File: src/verilog/e1aux_defs.svh
// Purpose: Offsets, field positions, reset values and timing counts.
// Assumes: 20 MHz core clock.
// Notes:   Offsets are for channel 0.
`ifndef E1AUX_DEFS_SVH
`define E1AUX_DEFS_SVH
`define E1AUX_ADDR_W            16
`define E1AUX_OFS_STATUS        16'h0B0A
`define E1AUX_OFS_ENABLE        16'h0B0B
`define E1AUX_OFS_MODE          16'h0107
`define E1AUX_BIT_AUX_STATE     7
`define E1AUX_BIT_AUX_FLAG      6
`define E1AUX_BIT_IW_STATE      5
`define E1AUX_BIT_IW_FLAG       4
`define E1AUX_BIT_ANNEXB_EN     0
`define E1AUX_ENABLE_RESET      8'h00
`define E1AUX_MODE_RESET        8'h00
`define E1AUX_ENABLE_WMASK      8'h50
`define E1AUX_MODE_WMASK        8'h01
`define E1AUX_CLK_HZ            20000000
`define E1AUX_IW_TIMEOUT_MS     400
`define E1AUX_IW_TIMEOUT_CYC    ((`E1AUX_CLK_HZ / 1000) * `E1AUX_IW_TIMEOUT_MS)
`endif

File: src/verilog/e1aux_pkg.sv
// Purpose: Shared types for the auxiliary pattern / interworking status block.
// Assumes: Nothing.
// Notes:   Constants live in e1aux_defs.svh.
package e1aux_pkg;
  // Interworking search state, one-hot
  typedef enum logic [2:0] {
    E1AUX_IW_IDLE   = 3'b001,
    E1AUX_IW_SEARCH = 3'b010,
    E1AUX_IW_NONCRC = 3'b100
  } e1aux_iw_state_t;
endpackage

File: src/verilog/e1aux_sync2.sv
// Purpose: Two flip-flop synchroniser for a level input.
// Assumes: Input is asynchronous to core_clk.
// Notes:   First stage feeds only the second.
`timescale 1ns/100ps
`default_nettype none
module e1aux_sync2 (
  input  wire logic core_clk,
  input  wire logic srst,
  input  wire logic async_in,
  output var  logic sync_out
);
  logic meta_reg;

  // Two-stage capture
  always_ff @(posedge core_clk) begin
    if (srst) begin
      meta_reg <= 1'b0;
      sync_out <= 1'b0;
    end else begin
      meta_reg <= async_in;
      sync_out <= meta_reg;
    end
  end
endmodule // e1aux_sync2
`default_nettype wire

File: src/verilog/e1aux_change_flag.sv
// Purpose: Sticky change flag set on either edge, cleared on status read.
// Assumes: Level input is already synchronous.
// Notes:   A change in the read cycle wins over the clear.
`timescale 1ns/100ps
`default_nettype none
module e1aux_change_flag (
  input  wire logic core_clk,
  input  wire logic srst,
  input  wire logic level_in,
  input  wire logic clear_rd,
  output var  logic level_reg,
  output var  logic flag_reg
);
  logic change;
  logic flag_next;

  // Edge detect and set-over-clear
  assign change    = level_in ^ level_reg;
  assign flag_next = change | (flag_reg & ~clear_rd);

  // Level history and sticky flag
  always_ff @(posedge core_clk) begin
    if (srst) begin
      level_reg <= 1'b0;
      flag_reg  <= 1'b0;
    end else begin
      level_reg <= level_in;
      flag_reg  <= flag_next;
    end
  end
endmodule // e1aux_change_flag
`default_nettype wire

File: src/verilog/e1aux_irq.sv
// Purpose: Auxiliary pattern and CRC-4 interworking status with change interrupts.
// Assumes: Framer detector levels arrive from outside the clock domain.
// Notes:   Plain register port, read data one cycle after the strobe.
//
// The address-and-strobe port was decided locally.
`timescale 1ns/100ps
`default_nettype none
`include "e1aux_defs.svh"
// Summary of operation
// [RULE1] Live status bit follows the auxiliary alternating pattern detector.
// [RULE2] Auxiliary change flag sets on both start and end of detection.
// [RULE3] Change flags stay set until status read; the read clears them.
// [RULE4] Interworking evaluated only while the Annex B mode enable is set.
// [RULE5] No CRC-4 alignment in 400 ms with basic frame present declares interworking.
// [RULE6] Interworking state bit reads one when established, zero otherwise.
// [RULE7] Interworking change flag sets on entry and on return to CRC-4.
// [RULE8] Status bits: 7 aux state, 6 aux flag, 5 interworking, 4 its flag.
// [RULE9] Enable bit 6 gates the auxiliary change interrupt.
// [RULE10] Enable bit 4 gates the interworking change interrupt; resets to zero.
// [RULE11] Interrupt asserts when a flag and its enable are set; flags always record.
module e1aux_irq
  import e1aux_pkg::*;
#(
  parameter int unsigned IW_TIMEOUT_CYC = `E1AUX_IW_TIMEOUT_CYC
) (
  input  wire logic                     core_clk,
  input  wire logic                     srst,
  input  wire logic [`E1AUX_ADDR_W-1:0] reg_addr,
  input  wire logic [7:0]               reg_wdata,
  input  wire logic                     reg_wr,
  input  wire logic                     reg_rd,
  output var  logic [7:0]               reg_rdata,
  input  wire logic                     aux_pattern_detect,
  input  wire logic                     basic_frame_aligned,
  input  wire logic                     crc4_mf_aligned,
  output logic                          irq
);
  logic            aux_sync;
  logic            bfa_sync;
  logic            crc_sync;
  logic            aux_pattern_present;
  logic            aux_pattern_change_flag;
  logic            crc4_interwork_state;
  logic            crc4_interwork_change_flag;
  logic [7:0]      enable_reg;
  logic [7:0]      mode_reg;
  logic            annexb_search_enable;
  logic            aux_pattern_change_irq_en;
  logic            crc4_interwork_change_irq_en;
  logic            sel_status;
  logic            sel_enable;
  logic            sel_mode;
  logic            status_rd;
  logic [7:0]      status_word;
  logic [7:0]      rdata_next;
  logic            iw_level;
  logic [31:0]     tmo_reg;
  logic [31:0]     tmo_next;
  logic            tmo_done;
  e1aux_iw_state_t iw_reg;
  e1aux_iw_state_t iw_next;

  // Address decode shared by read and write paths
  function automatic logic addr_hit(input logic [`E1AUX_ADDR_W-1:0] a,
                                    input logic [`E1AUX_ADDR_W-1:0] ofs);
    addr_hit = (a == ofs);
  endfunction

  // Pin synchronisers
  e1aux_sync2 u_sync_aux (
    .core_clk (core_clk),
    .srst     (srst),
    .async_in (aux_pattern_detect),
    .sync_out (aux_sync)
  );
  e1aux_sync2 u_sync_bfa (
    .core_clk (core_clk),
    .srst     (srst),
    .async_in (basic_frame_aligned),
    .sync_out (bfa_sync)
  );
  e1aux_sync2 u_sync_crc (
    .core_clk (core_clk),
    .srst     (srst),
    .async_in (crc4_mf_aligned),
    .sync_out (crc_sync)
  );

  // Register selects
  assign sel_status = addr_hit(reg_addr, `E1AUX_OFS_STATUS);
  assign sel_enable = addr_hit(reg_addr, `E1AUX_OFS_ENABLE);
  assign sel_mode   = addr_hit(reg_addr, `E1AUX_OFS_MODE);
  assign status_rd  = reg_rd & sel_status;

  // Control fields
  assign annexb_search_enable         = mode_reg[`E1AUX_BIT_ANNEXB_EN];
  assign aux_pattern_change_irq_en    = enable_reg[`E1AUX_BIT_AUX_FLAG];
  assign crc4_interwork_change_irq_en = enable_reg[`E1AUX_BIT_IW_FLAG];

  // [RULE1] [RULE2] [RULE3] auxiliary state and flag
  e1aux_change_flag u_aux_flag (
    .core_clk  (core_clk),
    .srst      (srst),
    .level_in  (aux_sync),
    .clear_rd  (status_rd),
    .level_reg (aux_pattern_present),
    .flag_reg  (aux_pattern_change_flag)
  );

  // [RULE5] timeout counter while searching with basic frame present
  assign tmo_done = (tmo_reg >= IW_TIMEOUT_CYC - 1);
  always_comb begin
    tmo_next = 32'h00000000;
    if (iw_reg == E1AUX_IW_SEARCH && bfa_sync && !crc_sync && !tmo_done) begin
      tmo_next = tmo_reg + 32'h00000001;
    end else if (iw_reg == E1AUX_IW_SEARCH && bfa_sync && !crc_sync) begin
      tmo_next = tmo_reg;
    end
  end

  // [RULE4] [RULE5] interworking search machine
  always_comb begin
    iw_next = iw_reg;
    unique case (iw_reg)
      E1AUX_IW_IDLE: begin
        if (annexb_search_enable) iw_next = E1AUX_IW_SEARCH;
      end
      E1AUX_IW_SEARCH: begin
        if (!annexb_search_enable) iw_next = E1AUX_IW_IDLE;
        else if (bfa_sync && !crc_sync && tmo_done) iw_next = E1AUX_IW_NONCRC;
      end
      E1AUX_IW_NONCRC: begin
        if (!annexb_search_enable) iw_next = E1AUX_IW_IDLE;
        else if (crc_sync) iw_next = E1AUX_IW_SEARCH;
      end
      default: iw_next = E1AUX_IW_IDLE;
    endcase
  end

  // State and timer registers
  always_ff @(posedge core_clk) begin
    if (srst) begin
      iw_reg  <= E1AUX_IW_IDLE;
      tmo_reg <= 32'h00000000;
    end else begin
      iw_reg  <= iw_next;
      tmo_reg <= tmo_next;
    end
  end

  // [RULE6] [RULE7] interworking level and its change flag
  assign iw_level = (iw_reg == E1AUX_IW_NONCRC);
  e1aux_change_flag u_iw_flag (
    .core_clk  (core_clk),
    .srst      (srst),
    .level_in  (iw_level),
    .clear_rd  (status_rd),
    .level_reg (crc4_interwork_state),
    .flag_reg  (crc4_interwork_change_flag)
  );

  // [RULE8] status word layout
  always_comb begin
    status_word = 8'h00;
    status_word[`E1AUX_BIT_AUX_STATE] = aux_pattern_present;
    status_word[`E1AUX_BIT_AUX_FLAG]  = aux_pattern_change_flag;
    status_word[`E1AUX_BIT_IW_STATE]  = crc4_interwork_state;
    status_word[`E1AUX_BIT_IW_FLAG]   = crc4_interwork_change_flag;
  end

  // Read mux; unmapped reads return zero
  assign rdata_next = !reg_rd    ? 8'h00 :
                      sel_status ? status_word :
                      sel_enable ? (enable_reg & `E1AUX_ENABLE_WMASK) :
                      sel_mode   ? mode_reg : 8'h00;

  // [RULE9] [RULE10] writable enables and mode
  always_ff @(posedge core_clk) begin
    if (srst) begin
      enable_reg <= `E1AUX_ENABLE_RESET;
      mode_reg   <= `E1AUX_MODE_RESET;
      reg_rdata  <= 8'h00;
    end else begin
      if (reg_wr && sel_enable) enable_reg <= reg_wdata & `E1AUX_ENABLE_WMASK;
      if (reg_wr && sel_mode) mode_reg <= reg_wdata & `E1AUX_MODE_WMASK;
      reg_rdata <= rdata_next;
    end
  end

  // [RULE11] interrupt request
  assign irq = (aux_pattern_change_flag & aux_pattern_change_irq_en) |
               (crc4_interwork_change_flag & crc4_interwork_change_irq_en);

  // Assertions, all on core_clk, muted during reset except a_enable_reset

  // [RULE11] irq from flags
  a_irq_gate: assert property (@(posedge core_clk) disable iff (srst) // [RULE11]
    irq == ((aux_pattern_change_flag & enable_reg[`E1AUX_BIT_AUX_FLAG]) |
            (crc4_interwork_change_flag & enable_reg[`E1AUX_BIT_IW_FLAG])))
    else $error("irq not matching flags and enables");

  // [RULE2] aux edge sets flag
  a_aux_edge_flag: assert property (@(posedge core_clk) disable iff (srst) // [RULE2]
    $changed(aux_pattern_present) |-> aux_pattern_change_flag)
    else $error("aux change did not set flag");

  // [RULE1] aux state follows rise
  a_aux_follow: assert property (@(posedge core_clk) disable iff (srst) // [RULE1]
    aux_sync |=> aux_pattern_present)
    else $error("aux state does not follow detector");

  // [RULE3] aux flag read clear
  a_flag_read_clr: assert property (@(posedge core_clk) disable iff (srst) // [RULE3]
    status_rd && !$changed(aux_sync ^ aux_pattern_present) && aux_sync == aux_pattern_present
      |=> !aux_pattern_change_flag)
    else $error("aux flag not cleared by read");

  // [RULE3] interworking flag hold
  a_flag_hold: assert property (@(posedge core_clk) disable iff (srst) // [RULE3]
    crc4_interwork_change_flag && !status_rd |=> crc4_interwork_change_flag)
    else $error("interworking flag dropped without read");

  // [RULE4] mode off clears state
  a_iw_mode_off: assert property (@(posedge core_clk) disable iff (srst) // [RULE4]
    !annexb_search_enable |=> ##1 !crc4_interwork_state)
    else $error("interworking without Annex B mode");

  // [RULE7] interworking edge sets flag
  a_iw_edge_flag: assert property (@(posedge core_clk) disable iff (srst) // [RULE7]
    $changed(crc4_interwork_state) |-> crc4_interwork_change_flag)
    else $error("interworking change did not set flag");

  // [RULE8] status read layout
  a_status_read: assert property (@(posedge core_clk) disable iff (srst) // [RULE8]
    status_rd |=> reg_rdata == {$past(aux_pattern_present), $past(aux_pattern_change_flag),
                                $past(crc4_interwork_state),
                                $past(crc4_interwork_change_flag), 4'h0})
    else $error("status read data wrong");

  // [RULE10] enable reset value
  a_enable_reset: assert property (@(posedge core_clk) // [RULE10]
    $past(srst) |-> enable_reg == `E1AUX_ENABLE_RESET)
    else $error("enable register reset value wrong");

  // [RULE5] timeout before interworking
  a_iw_needs_tmo: assert property (@(posedge core_clk) disable iff (srst) // [RULE5]
    $rose(iw_level) |-> $past(tmo_done) && $past(bfa_sync))
    else $error("interworking declared before timeout");

  // [RULE9] aux enable masks irq
  a_irq_masked: assert property (@(posedge core_clk) disable iff (srst) // [RULE9]
    !aux_pattern_change_irq_en && !crc4_interwork_change_flag |-> !irq)
    else $error("irq raised with its enable clear");

  // [RULE1] aux state follows fall
  a_aux_drop: assert property (@(posedge core_clk) disable iff (srst) // [RULE1]
    !aux_sync |=> !aux_pattern_present)
    else $error("aux state stays high after detector drop");

  // [RULE3] aux flag hold
  a_aux_flag_hold: assert property (@(posedge core_clk) disable iff (srst) // [RULE3]
    aux_pattern_change_flag && !status_rd |=> aux_pattern_change_flag)
    else $error("aux flag dropped without read");

  // [RULE3] interworking flag read clear
  a_iw_flag_clr: assert property (@(posedge core_clk) disable iff (srst) // [RULE3]
    status_rd && iw_level == crc4_interwork_state |=> !crc4_interwork_change_flag)
    else $error("interworking flag not cleared by read");

  // [RULE5] timer idle without frame
  a_tmo_clear: assert property (@(posedge core_clk) disable iff (srst) // [RULE5]
    !bfa_sync |=> tmo_reg == 32'h00000000)
    else $error("timeout counter runs without basic frame");

  // [RULE6] state bit tracks machine
  a_iw_state_bit: assert property (@(posedge core_clk) disable iff (srst) // [RULE6]
    iw_level |=> crc4_interwork_state)
    else $error("interworking state bit not set");

  // [RULE7] leave on CRC-4 realign
  a_iw_leave_crc: assert property (@(posedge core_clk) disable iff (srst) // [RULE7]
    crc4_interwork_state && crc_sync |=> ##1 !crc4_interwork_state)
    else $error("interworking kept after CRC-4 alignment");

  // [RULE9] only enable bits 6 and 4
  a_enable_mask: assert property (@(posedge core_clk) disable iff (srst) // [RULE9]
    (enable_reg & ~`E1AUX_ENABLE_WMASK) == 8'h00)
    else $error("reserved enable bit set");

  // [RULE10] enable write lands
  a_enable_write: assert property (@(posedge core_clk) disable iff (srst) // [RULE10]
    reg_wr && sel_enable |=> enable_reg == ($past(reg_wdata) & `E1AUX_ENABLE_WMASK))
    else $error("enable write did not land");

  // [RULE4] mode field only bit 0
  a_mode_mask: assert property (@(posedge core_clk) disable iff (srst) // [RULE4]
    (mode_reg & ~`E1AUX_MODE_WMASK) == 8'h00)
    else $error("reserved mode bit set");

  // [RULE8] read data idle low
  a_rdata_idle: assert property (@(posedge core_clk) disable iff (srst) // [RULE8]
    !reg_rd |=> reg_rdata == 8'h00)
    else $error("read data not zero outside read");

  // Main scenarios reached
  c_aux_irq:  cover property (@(posedge core_clk) disable iff (srst)
    aux_pattern_change_flag && aux_pattern_change_irq_en);
  c_iw_enter: cover property (@(posedge core_clk) disable iff (srst) $rose(crc4_interwork_state));
  c_iw_leave: cover property (@(posedge core_clk) disable iff (srst) $fell(crc4_interwork_state));
  c_aux_end:  cover property (@(posedge core_clk) disable iff (srst) $fell(aux_pattern_present));
  c_read_clr: cover property (@(posedge core_clk) disable iff (srst)
    status_rd && aux_pattern_change_flag);
endmodule // e1aux_irq
`default_nettype wire

File: config.mk
export PLATFORM = sky130hd
export DESIGN_NAME = e1aux_irq
export DESIGN_NICKNAME = d
export VERILOG_FILES = /design/src/verilog/e1aux_pkg.sv /design/src/verilog/e1aux_sync2.sv /design/src/verilog/e1aux_change_flag.sv /design/src/verilog/e1aux_irq.sv
export VERILOG_INCLUDE_DIRS = /design/src /design/src/verilog
export SDC_FILE = /design/constraint.sdc
export NUM_CORES = 1
export LEC_CHECK = 0
export BUFFER_PORTS_ARGS = -buffer_cell sky130_fd_sc_hd__buf_4
export CELL_PAD_IN_SITES_DETAIL_PLACEMENT = 0
export CELL_PAD_IN_SITES_GLOBAL_PLACEMENT = 1
export CORE_ASPECT_RATIO = 0.7
export CORE_MARGIN = 4
export CORE_UTILIZATION = 37
export DETAILED_ROUTE_END_ITERATION = 10
export GPL_TIMING_DRIVEN = 0
export PLACE_DENSITY_LB_ADDON = 0.1
export SYNTH_ARGS = -nofsm -noshare
export SYNTH_HDL_FRONTEND = slang
export SYNTH_SLANG_ARGS = --single-unit
File: constraint.sdc
create_clock -name core_clk -period 2.3 [get_ports core_clk]
set_input_delay 0.115 -clock core_clk [delete_from_list [all_inputs] [get_ports core_clk]]
set_output_delay 0.115 -clock core_clk [all_outputs]
set_load 0.05 [all_outputs]
==> results.ini, run 1 <==
[synth]
synth_top_cell_by_area=dfxtp_1
synthCells=257
syn_area_per_cell_um2=8.80
yosys_warnings=0
yosysMostFrequentCell=dfxtp_1
dominantRegCellSynth=dfxtp_1
seq_area_frac_synth_pct=46.9
ys_top_cells_by_area=dfxtp_1 47%, a21oi_1 4.4%, o21ai_0 3.8%, or3_1 3.3%, nor2_1 3.2%
async_reset_ff_share_pct=0
ys_seq_elements=53
synth_edf_count=0
ys_types=42
synth_common_cells=53 x dfxtp_1, 20 x a21oi_1, 19 x nor2_1
syn_area_mm2=0.00226
synth_top_area_share_pct=46.9

[power]
seqPwrFrac_pct=60.7
clkPwrFrac_pct=35.0
p_comb_share_pct=4.4
p_int_w=0.00118
power_density_mw_per_mm2=549
leakage_nw=0.930
vdd_drop_max_mv=0.270
switching_share_pct=22.8
finalPower_w=0.00153
switching_power_w=0.000348

[timing]
fin_skew_ns=0.00577
fin_crit_ns=2.31
worst_pin_slew_ns=0.685
min_period_over_period_pct=100
max_slew_margin_pct=54.0
hold_viol_final=0
final_max_slew_viol_count=0
setup_ws_ns=-0.0115
rsz0062_at_grt=true
finalSetupViolations=1
fmax_mhz=433

[routing]
avgViaCountPerCell=5.14
vias=1937
dr.pass1.iters=4
finalWirelength_um=5180
drtIter0Drc=108
antenna_left=0
drc_errors=0
post_drt_wl_per_cell_um=13.7

[clocking]
clock_path_buffers=2
clock-root-buffer=clkbuf_8
ctsHoldBuffers=0
numCtsBuffers=5
cts_sinks=53
cts_htree_levels=2
insertion_delay_ns=0.31
clk_pin_slew_ns=0.10
cts_tree=yes

[worst_setup_path]
critPathKind=flip-flop to flip-flop
crit_arrival_ns=2.55
critPathLaunchType=flip-flop
reg2reg_slack_ns=-0.01
crit_start=tmo_reg[14]
required_ns=2.54
timing.rr.start=tmo_reg[14]
end_kind=flip-flop
crit_fanout=6

[worst_hold_path]
hp-start=aux_pattern_detect
hp-class=input pin to flip-flop

[run]
drv_cap=0

[floorplanning]
core_mm2=0.00581
initial_core_util_pct=38.9
ios=40
die_h_um=73.4
die-area_mm2=0.00745
row_count=23
fp.dieW_um=101

[place]
dp_slack_ns=-0.122
io_buffers=30
place_hpwl_um=3700
gp_congestion=0.763

[finish]
n_fill_cell=575
largest_reg_flops=32
num-nets-final=333
seqCellArea_mm2=0.00106
antennaDiodeCount=0
multi_input_area_mm2=0.00120
drive_gt1_share_pct=24.5
area_growth_pct=23.0

[global_routing]
grt_pass1_wl_um=7890
grt-ovfl-total=0
antenna_found_initial=0
grt_max_degree=18
grt.total_usage_pct=13.4
grt_pass1_vias=1565

[run_status]
violations=negative setup slack
status=complete, but fails checks

-- critical path, stage by stage, from the launching register on --
cell and delay (ns):
dfxtp_2 0.35, or4_4 0.53, or2_4 0.26, a221o_2 0.46, buf_2 0.19, or3_1 0.31, a21oi_1 0.14
-- layout make-up --
class | count | share of cell area [%]
Timing Repair Buffer | 34 | 9.09
Buffer | 11 | 2.43
Tap cell | 75 | 3.37
Sequential cell | 53 | 38.2
Inverter | 4 | 0.540
Multi-Input combinational cell | 192 | 43.1
Clock buffer | 5 | 2.47
Clock inverter | 3 | 0.765
-- worst paths after layout --
path	to	cells past startpoint
setup reg to reg	tmo_reg[9]	6
hold / removal	u_sync_aux.meta_reg	2
hold reg to reg	u_sync_aux.sync_out	1
setup / recovery	tmo_reg[9]	6
-- kinds of logic after synthesis --
group	count (synthesis)	share of synthesized area, %
xor gates and xnor gates	4	1.55
DFF	53	46.9
AOI/OAI and AO/OA	52	13.8
buffers and inverters	15	3.32
other	1	0.166
adders and majority gates	1	0.553
and+or+nand+nor	125	31.0
muxes	6	2.65
-- what timing repair did --
item,in CTS,in global routing
setup buffers,0,3
resized for setup,7,23
pin swaps,1,6
cloned,0,2
endpoints found under the setup margin,11,18
-- power groups by stage --
stage | clock [W] | combinational [W] | sequential (W)
finish | 0.000534 | 0.0000666 | 0.000926
global route | 0.000590 | 0.0000723 | 0.000927
CTS | 0.000559 | 0.0000665 | 0.000926
detailed placement | 0 | 0.0000664 | 0.000948
global placement | 0 | 0.0000654 | 0.000948
floorplan | 0 | 0.0000303 | 0.000947
-- metal layers --
layer	GRT usage (%)	up-vias	routed length [µm]
met1	22.5	897	3020
met3	3.13	2	183
met2	16.4	23	1950
li1	-	1015	-
met5	0	-	0
met4	3.10	0	23
-- stage by stage --
| step | instance area, µm² | util [%] | std cells | hold slack (ns) | TNS, ns |
|---|---|---|---|---|---|
| floorplan | 2270 | - | 259 | 0.187 | 0 |
| global placement | 2590 | 44.5 | 364 | 0.327 | -1.11 |
| detailed placement | 2590 | 44.5 | 364 | 0.334 | -0.921 |
| CTS | 2680 | 46.1 | 372 | 0.0107 | -0.0836 |
| global route | 2780 | 47.8 | 377 | 0.00705 | -0.199 |
| finish | 2780 | 47.8 | 377 | 0.0162 | -0.0115 |
-- layout by cell type (no fill, tap or decap), types with 3 or more instances in the layout --
cell      netlist  layout
a21oi_1        20      18
and2_1          9       9
buf_4           3      36
clkbuf_1        7       6
clkbuf_8        0       5
conb_1          1       3
dfxtp_1        53      51
inv_1           4       4
mux2i_1         6       6
nand2_1        15      15
nand2b_1        4       4
nand3_1        13      12
nand4_1         3       3
nor2_1         19      18
nor2b_1        10      10
nor3_1         12      12
o21ai_0        17       7
o21ai_1         0       6
o21ai_2         0       4
o31ai_1         4       4
or2_2           3       3
or3_1          12      12
or3_2           5       5
or4_1           7       6
xnor2_1         4       4
No activity file was read; power rests on OpenSTA's default activity.
==> run 2, diff against run 1 <==
- SETUP_SLACK_MARGIN: not set -> 0.02
==> results.ini, run 2 (same netlist as run 1, synthesis figures left out) <==
[worst_setup_path]
critPathKind=flip-flop to flip-flop
end_kind=flip-flop
required_ns=2.54  ; about the same
crit_arrival_ns=2.55  ; about the same
crit_fanout=6  ; unchanged
timing.rr.start=tmo_reg[14]
critPathLaunchType=flip-flop
crit_start=tmo_reg[14]

[floorplanning]
row_count=23  ; unchanged
ios=40  ; unchanged
die-area_mm2=0.00745  ; unchanged
die_h_um=73.4  ; unchanged
initial_core_util_pct=38.9  ; unchanged
core_mm2=0.00581  ; unchanged
fp.dieW_um=101  ; unchanged

[clocking]
cts_sinks=53  ; unchanged
insertion_delay_ns=0.30  ; about the same
ctsHoldBuffers=0  ; unchanged
numCtsBuffers=5  ; unchanged
clock_path_buffers=2  ; unchanged
cts_htree_levels=2  ; unchanged
clk_pin_slew_ns=0.10  ; about the same
cts_tree=yes
clock-root-buffer=clkbuf_8

[finish]
antennaDiodeCount=0  ; unchanged
num-nets-final=332  ; -0.30%
layout_common_cells=51 x dfxtp_1, 35 x buf_4, 18 x nor2_1
largest_reg_flops=32  ; unchanged
final_cells=376  ; -0.27%
final_common_cell=dfxtp_1
drive_gt1_share_pct=25.2  ; +0.75 points
area_growth_pct=23.4

[global_routing]
grt_pass1_vias=1556  ; -0.58%
grt-ovfl-total=0  ; unchanged
grt.total_usage_pct=13.4  ; -0.020 points
grt_max_degree=18  ; unchanged
grt_pass1_wl_um=7880  ; -0.18%
antenna_found_initial=0  ; unchanged

[place]
place_inst=364  ; unchanged
place_hpwl_um=3700  ; unchanged
io_buffers=30  ; unchanged
gp_congestion=0.763  ; unchanged

[run_status]
status=complete, but fails checks
violations=negative setup slack

[timing]
hold_viol_final=0  ; unchanged
finalSetupViolations=1  ; unchanged
final_max_slew_viol_count=0  ; unchanged
worst_pin_slew_ns=0.722  ; +0.0369 ns
min_period_over_period_pct=100  ; about the same
fmax_mhz=433  ; about the same
rsz0062_at_grt=true
setup_ws_ns=-0.00983  ; +0.00162 ns
fin_crit_ns=2.31  ; -0.00162 ns
max_slew_margin_pct=51.5  ; -2.5 points
fin_skew_ns=0.00387  ; -0.00189 ns

[routing]
vias=1938  ; +0.052%
drc_errors=0  ; unchanged
finalWirelength_um=5160  ; -0.39%
avgViaCountPerCell=5.15  ; +0.32%
dr.pass1.iters=4  ; unchanged
post_drt_wl_per_cell_um=13.7  ; -0.12%
antenna_left=0  ; unchanged
drtIter0Drc=98  ; -9.3%

[run]
drv_cap=0  ; unchanged

[power]
vdd_drop_max_mv=0.269  ; -0.15%
leakage_nw=0.929  ; -0.12%
finalPower_w=0.00152  ; -0.26%
power_density_mw_per_mm2=545  ; -0.61%

[worst_hold_path]
hp-start=aux_pattern_detect
hp-class=input pin to flip-flop

==> run 2: cell count changes in the layout (fill, tap and decap cells not counted) <==
cell / change
a21oi_2: +1
nor4_2: +1
or3_4: +1
or4_4: +1
or4_1: -1
a21oi_1: -1
buf_4: -1
or3_2: -1
nor4_1: -1
==> run 2: area by class of cell <==
type / instances / area [µm²]
Fill cell: 576 / 3020
Buffer: 11 / 67.6
Sequential cell: 53 / 1060
Timing Repair Buffer: 33 / 245
Clock inverter: 3 / 21.3
Tap cell: 75 / 93.8
Inverter: 4 / 15.0
Multi-Input combinational cell: 192 / 1220
Clock buffer: 5 / 68.8
==> run 2: path summary, 6_finish.rpt <==
path | slack, ns | end | depth (start not counted)
setup / recovery | -0.01 | tmo_reg[9] | 6
hold / removal | 0.02 | u_sync_aux.meta_reg | 2
setup reg to reg | -0.01 | tmo_reg[9] | 6
hold reg to reg | 0.44 | u_sync_aux.sync_out | 1
==> run 2: power breakdown <==
group | internal (W) | switching (W)
Sequential | 0.000923 | 0.00000251
Combinational | 0.0000380 | 0.0000286
Clock | 0.000217 | 0.000313
Total | 0.00118 | 0.000344
==> run 2: routing by layer <==
metal  global-route usage [%]  part of all wire [%]  up-vias
li1                         -                     -     1014
met1                     22.5                    58      899
met2                     16.3                    38       23
met3                     3.13                   4.0        2
met4                     3.10                  0.41        0
met5                        0                     0        -
==> run 2: timing repair <==
action / CTS / global route
gates resized for setup: 12 / 22
pin swaps: 1 / 9
endpoints found under the setup margin: 14 / 17
cloned: 0 / 2
buffers inserted: 0 / 2
==> run 2: per-stage QoR <==
stage / hold slack [ns] / util, % / setup TNS, ns / area, µm² / worst slack, ns
final: 0.0184 / 48.0 / -0.00983 / 2790 / -0.00983
after global routing: 0.00705 / 48.0 / -0.181 / 2790 / -0.0429
after CTS: 0.0107 / 46.2 / -0.0411 / 2690 / -0.0411
after detailed placement: 0.334 / 44.5 / -0.921 / 2590 / -0.122
after global placement: 0.327 / 44.5 / -1.11 / 2590 / -0.126
after floorplan: 0.187 / - / 0 / 2270 / 0.151
==> run 2: critical path: stages, from the launching register on <==
cell	delay, ns
dfxtp_2	0.35
or4_4	0.53
or2_4	0.26
a221o_2	0.47
buf_2	0.19
or3_1	0.31
a21oi_1	0.14
==> run 3, diff against run 2 <==
- CELL_PAD_IN_SITES_DETAIL_PLACEMENT: 0 -> not set
- CELL_PAD_IN_SITES_GLOBAL_PLACEMENT: 1 -> not set
- CORE_UTILIZATION: 37 -> 49
- PLACE_DENSITY: not set -> 0.74
- PLACE_DENSITY_LB_ADDON: 0.1 -> not set
==> results.ini, run 3 (same netlist as run 1, synthesis figures left out) <==
[power]
finalPower_w=0.00151  ; -1.1%
power_density_mw_per_mm2=547  ; +0.26%
vdd_drop_max_mv=0.402  ; +49%
leakage_nw=0.935  ; +0.65%

[clocking]
clk_pin_slew_ns=0.09  ; about the same
clock_path_buffers=2  ; unchanged
ctsHoldBuffers=0  ; unchanged
clock-root-buffer=clkbuf_8
insertion_delay_ns=0.31  ; about the same
cts_htree_levels=2  ; unchanged
cts_tree=yes
cts_sinks=53  ; unchanged
numCtsBuffers=5  ; unchanged

[floorplanning]
fp.dieW_um=89.2  ; -12%
die_h_um=64.9  ; -12%
ios=40  ; unchanged
initial_core_util_pct=51.4  ; +12 points
row_count=20  ; -13%
core_mm2=0.00440  ; -24%
die-area_mm2=0.00579  ; -22%

[global_routing]
antenna_found_initial=0  ; unchanged
grt_pass1_wl_um=8120  ; +3.1%
grt_pass1_vias=1714  ; +10%
grt-ovfl-total=0  ; unchanged
top_usage_layer=met1
use_met1_pct=29.1  ; +6.5 points
grt_max_degree=17  ; -1
grt_use_met3_pct=4.70  ; +1.6 points
use_met2_pct=22.3  ; +6.0 points
grt.total_usage_pct=17.8  ; +4.4 points

[worst_setup_path]
crit_start=tmo_reg[14]
crit_arrival_ns=2.53  ; -0.02 ns
critPathKind=flip-flop to flip-flop
required_ns=2.54  ; about the same
timing.rr.start=tmo_reg[14]
crit_fanout=6  ; unchanged
critPathLaunchType=flip-flop
end_kind=flip-flop

[finish]
final_common_cell=dfxtp_1
n_fill_cell=404  ; -30%
antennaDiodeCount=0  ; unchanged
multi_input_area_mm2=0.00120  ; -1.2%
area_growth_pct=21.7
drive_gt1_share_pct=25.2  ; -0.084 points
largest_reg_flops=32  ; unchanged
final_util_pct=62.5  ; +15 points
num-nets-final=333  ; +0.30%
layout_common_cells=49 x dfxtp_1, 37 x buf_4, 18 x nor2_1
seqCellArea_mm2=0.00107  ; +0.24%

[routing]
drtIter0Drc=177  ; +81%
avgViaCountPerCell=5.62  ; +9.1%
antenna_left=0  ; unchanged
finalWirelength_um=5170  ; +0.31%
drc_errors=0  ; unchanged
vias=2008  ; +3.6%
post_drt_wl_per_cell_um=14.5  ; +5.6%
dr.pass1.iters=4  ; unchanged

[timing]
fin_crit_ns=2.30  ; -0.0135 ns
finalSetupViolations=0  ; -1
hold_viol_final=0  ; unchanged
min_period_over_period_pct=99.8  ; -0.59 points
max_slew_margin_pct=52.2  ; +0.66 points
fmax_mhz=435  ; +0.59%
rsz0062_at_grt=true
setup_ws_ns=0.00365  ; +0.0135 ns
final_max_slew_viol_count=0  ; unchanged
fin_skew_ns=0.0131  ; +0.00924 ns
worst_pin_slew_ns=0.707  ; -0.0143 ns

[worst_hold_path]
hp-class=input pin to flip-flop
hp-start=aux_pattern_detect

[run]
drv_cap=0  ; unchanged

[run_status]
status=finished clean

[place]
io_buffers=30  ; unchanged
gp_congestion=0.832  ; +9.0%
dp_slack_ns=-0.107  ; +0.0150 ns
place_hpwl_um=3530  ; -4.6%

-- run 3: path summary, 6_finish.rpt --
kind | endpoint | slack (ns) | cells past startpoint
worst max-delay path | tmo_reg[13] | 0.004 | 6
worst min register to register | u_sync_crc.sync_out | 0.44 | 1
worst min-delay path | u_sync_aux.meta_reg | 0.02 | 2
worst max register to register | tmo_reg[13] | 0.004 | 6
-- run 3: timing repair --
| action | CTS | global route |
|---|---|---|
| buffers inserted | 0 | 3 |
| setup endpoints to repair | 12 | 17 |
| gates cloned | 1 | 1 |
| gates resized for setup | 5 | 28 |
| pin swaps | 1 | 2 |
-- run 3: stage by stage --
step / hold WS (ns) / setup TNS [ns] / cells / cell area, µm²
floorplan: 0.187 / 0 / 259 / 2270
global placement: 0.327 / -0.643 / 344 / 2560
detailed placement: 0.330 / -0.843 / 344 / 2560
CTS: 0.0110 / 0 / 353 / 2660
global route: 0.00495 / -0.382 / 357 / 2750
finish: 0.0177 / 0 / 357 / 2750
-- run 3: cell type report --
cell class	count	share of cell area [%]
plain buffers	11	2.32
well taps	55	2.50
flip-flops and latches	53	38.7
repair buffers	34	9.18
multi-input cells	192	43.6
clock inverters	2	0.500
clock buffers	6	2.64
inverters	4	0.545
-- run 3: worst max-delay path, stage by stage (launching register included) --
cell     delay (ns)
dfxtp_2        0.34
or4_4          0.54
or2_4          0.27
a221o_2        0.45
buf_6          0.15
or3_4          0.36
a21oi_2        0.13
-- run 3: per-layer routing --
layer | share of wire [%] | wire length (µm) | up-vias
li1 | - | - | 1014
met1 | 52 | 2710 | 917
met2 | 41 | 2100 | 68
met3 | 5.9 | 305 | 9
met4 | 1.1 | 55 | 0
met5 | 0 | 0 | -
-- run 3: power by group --
part	internal [W]	switching, W	leakage, nW
registers	0.000923	0.00000298	0.430
logic	0.0000379	0.0000277	0.459
clock network	0.000217	0.000297	0.0456
total	0.00118	0.000327	0.935
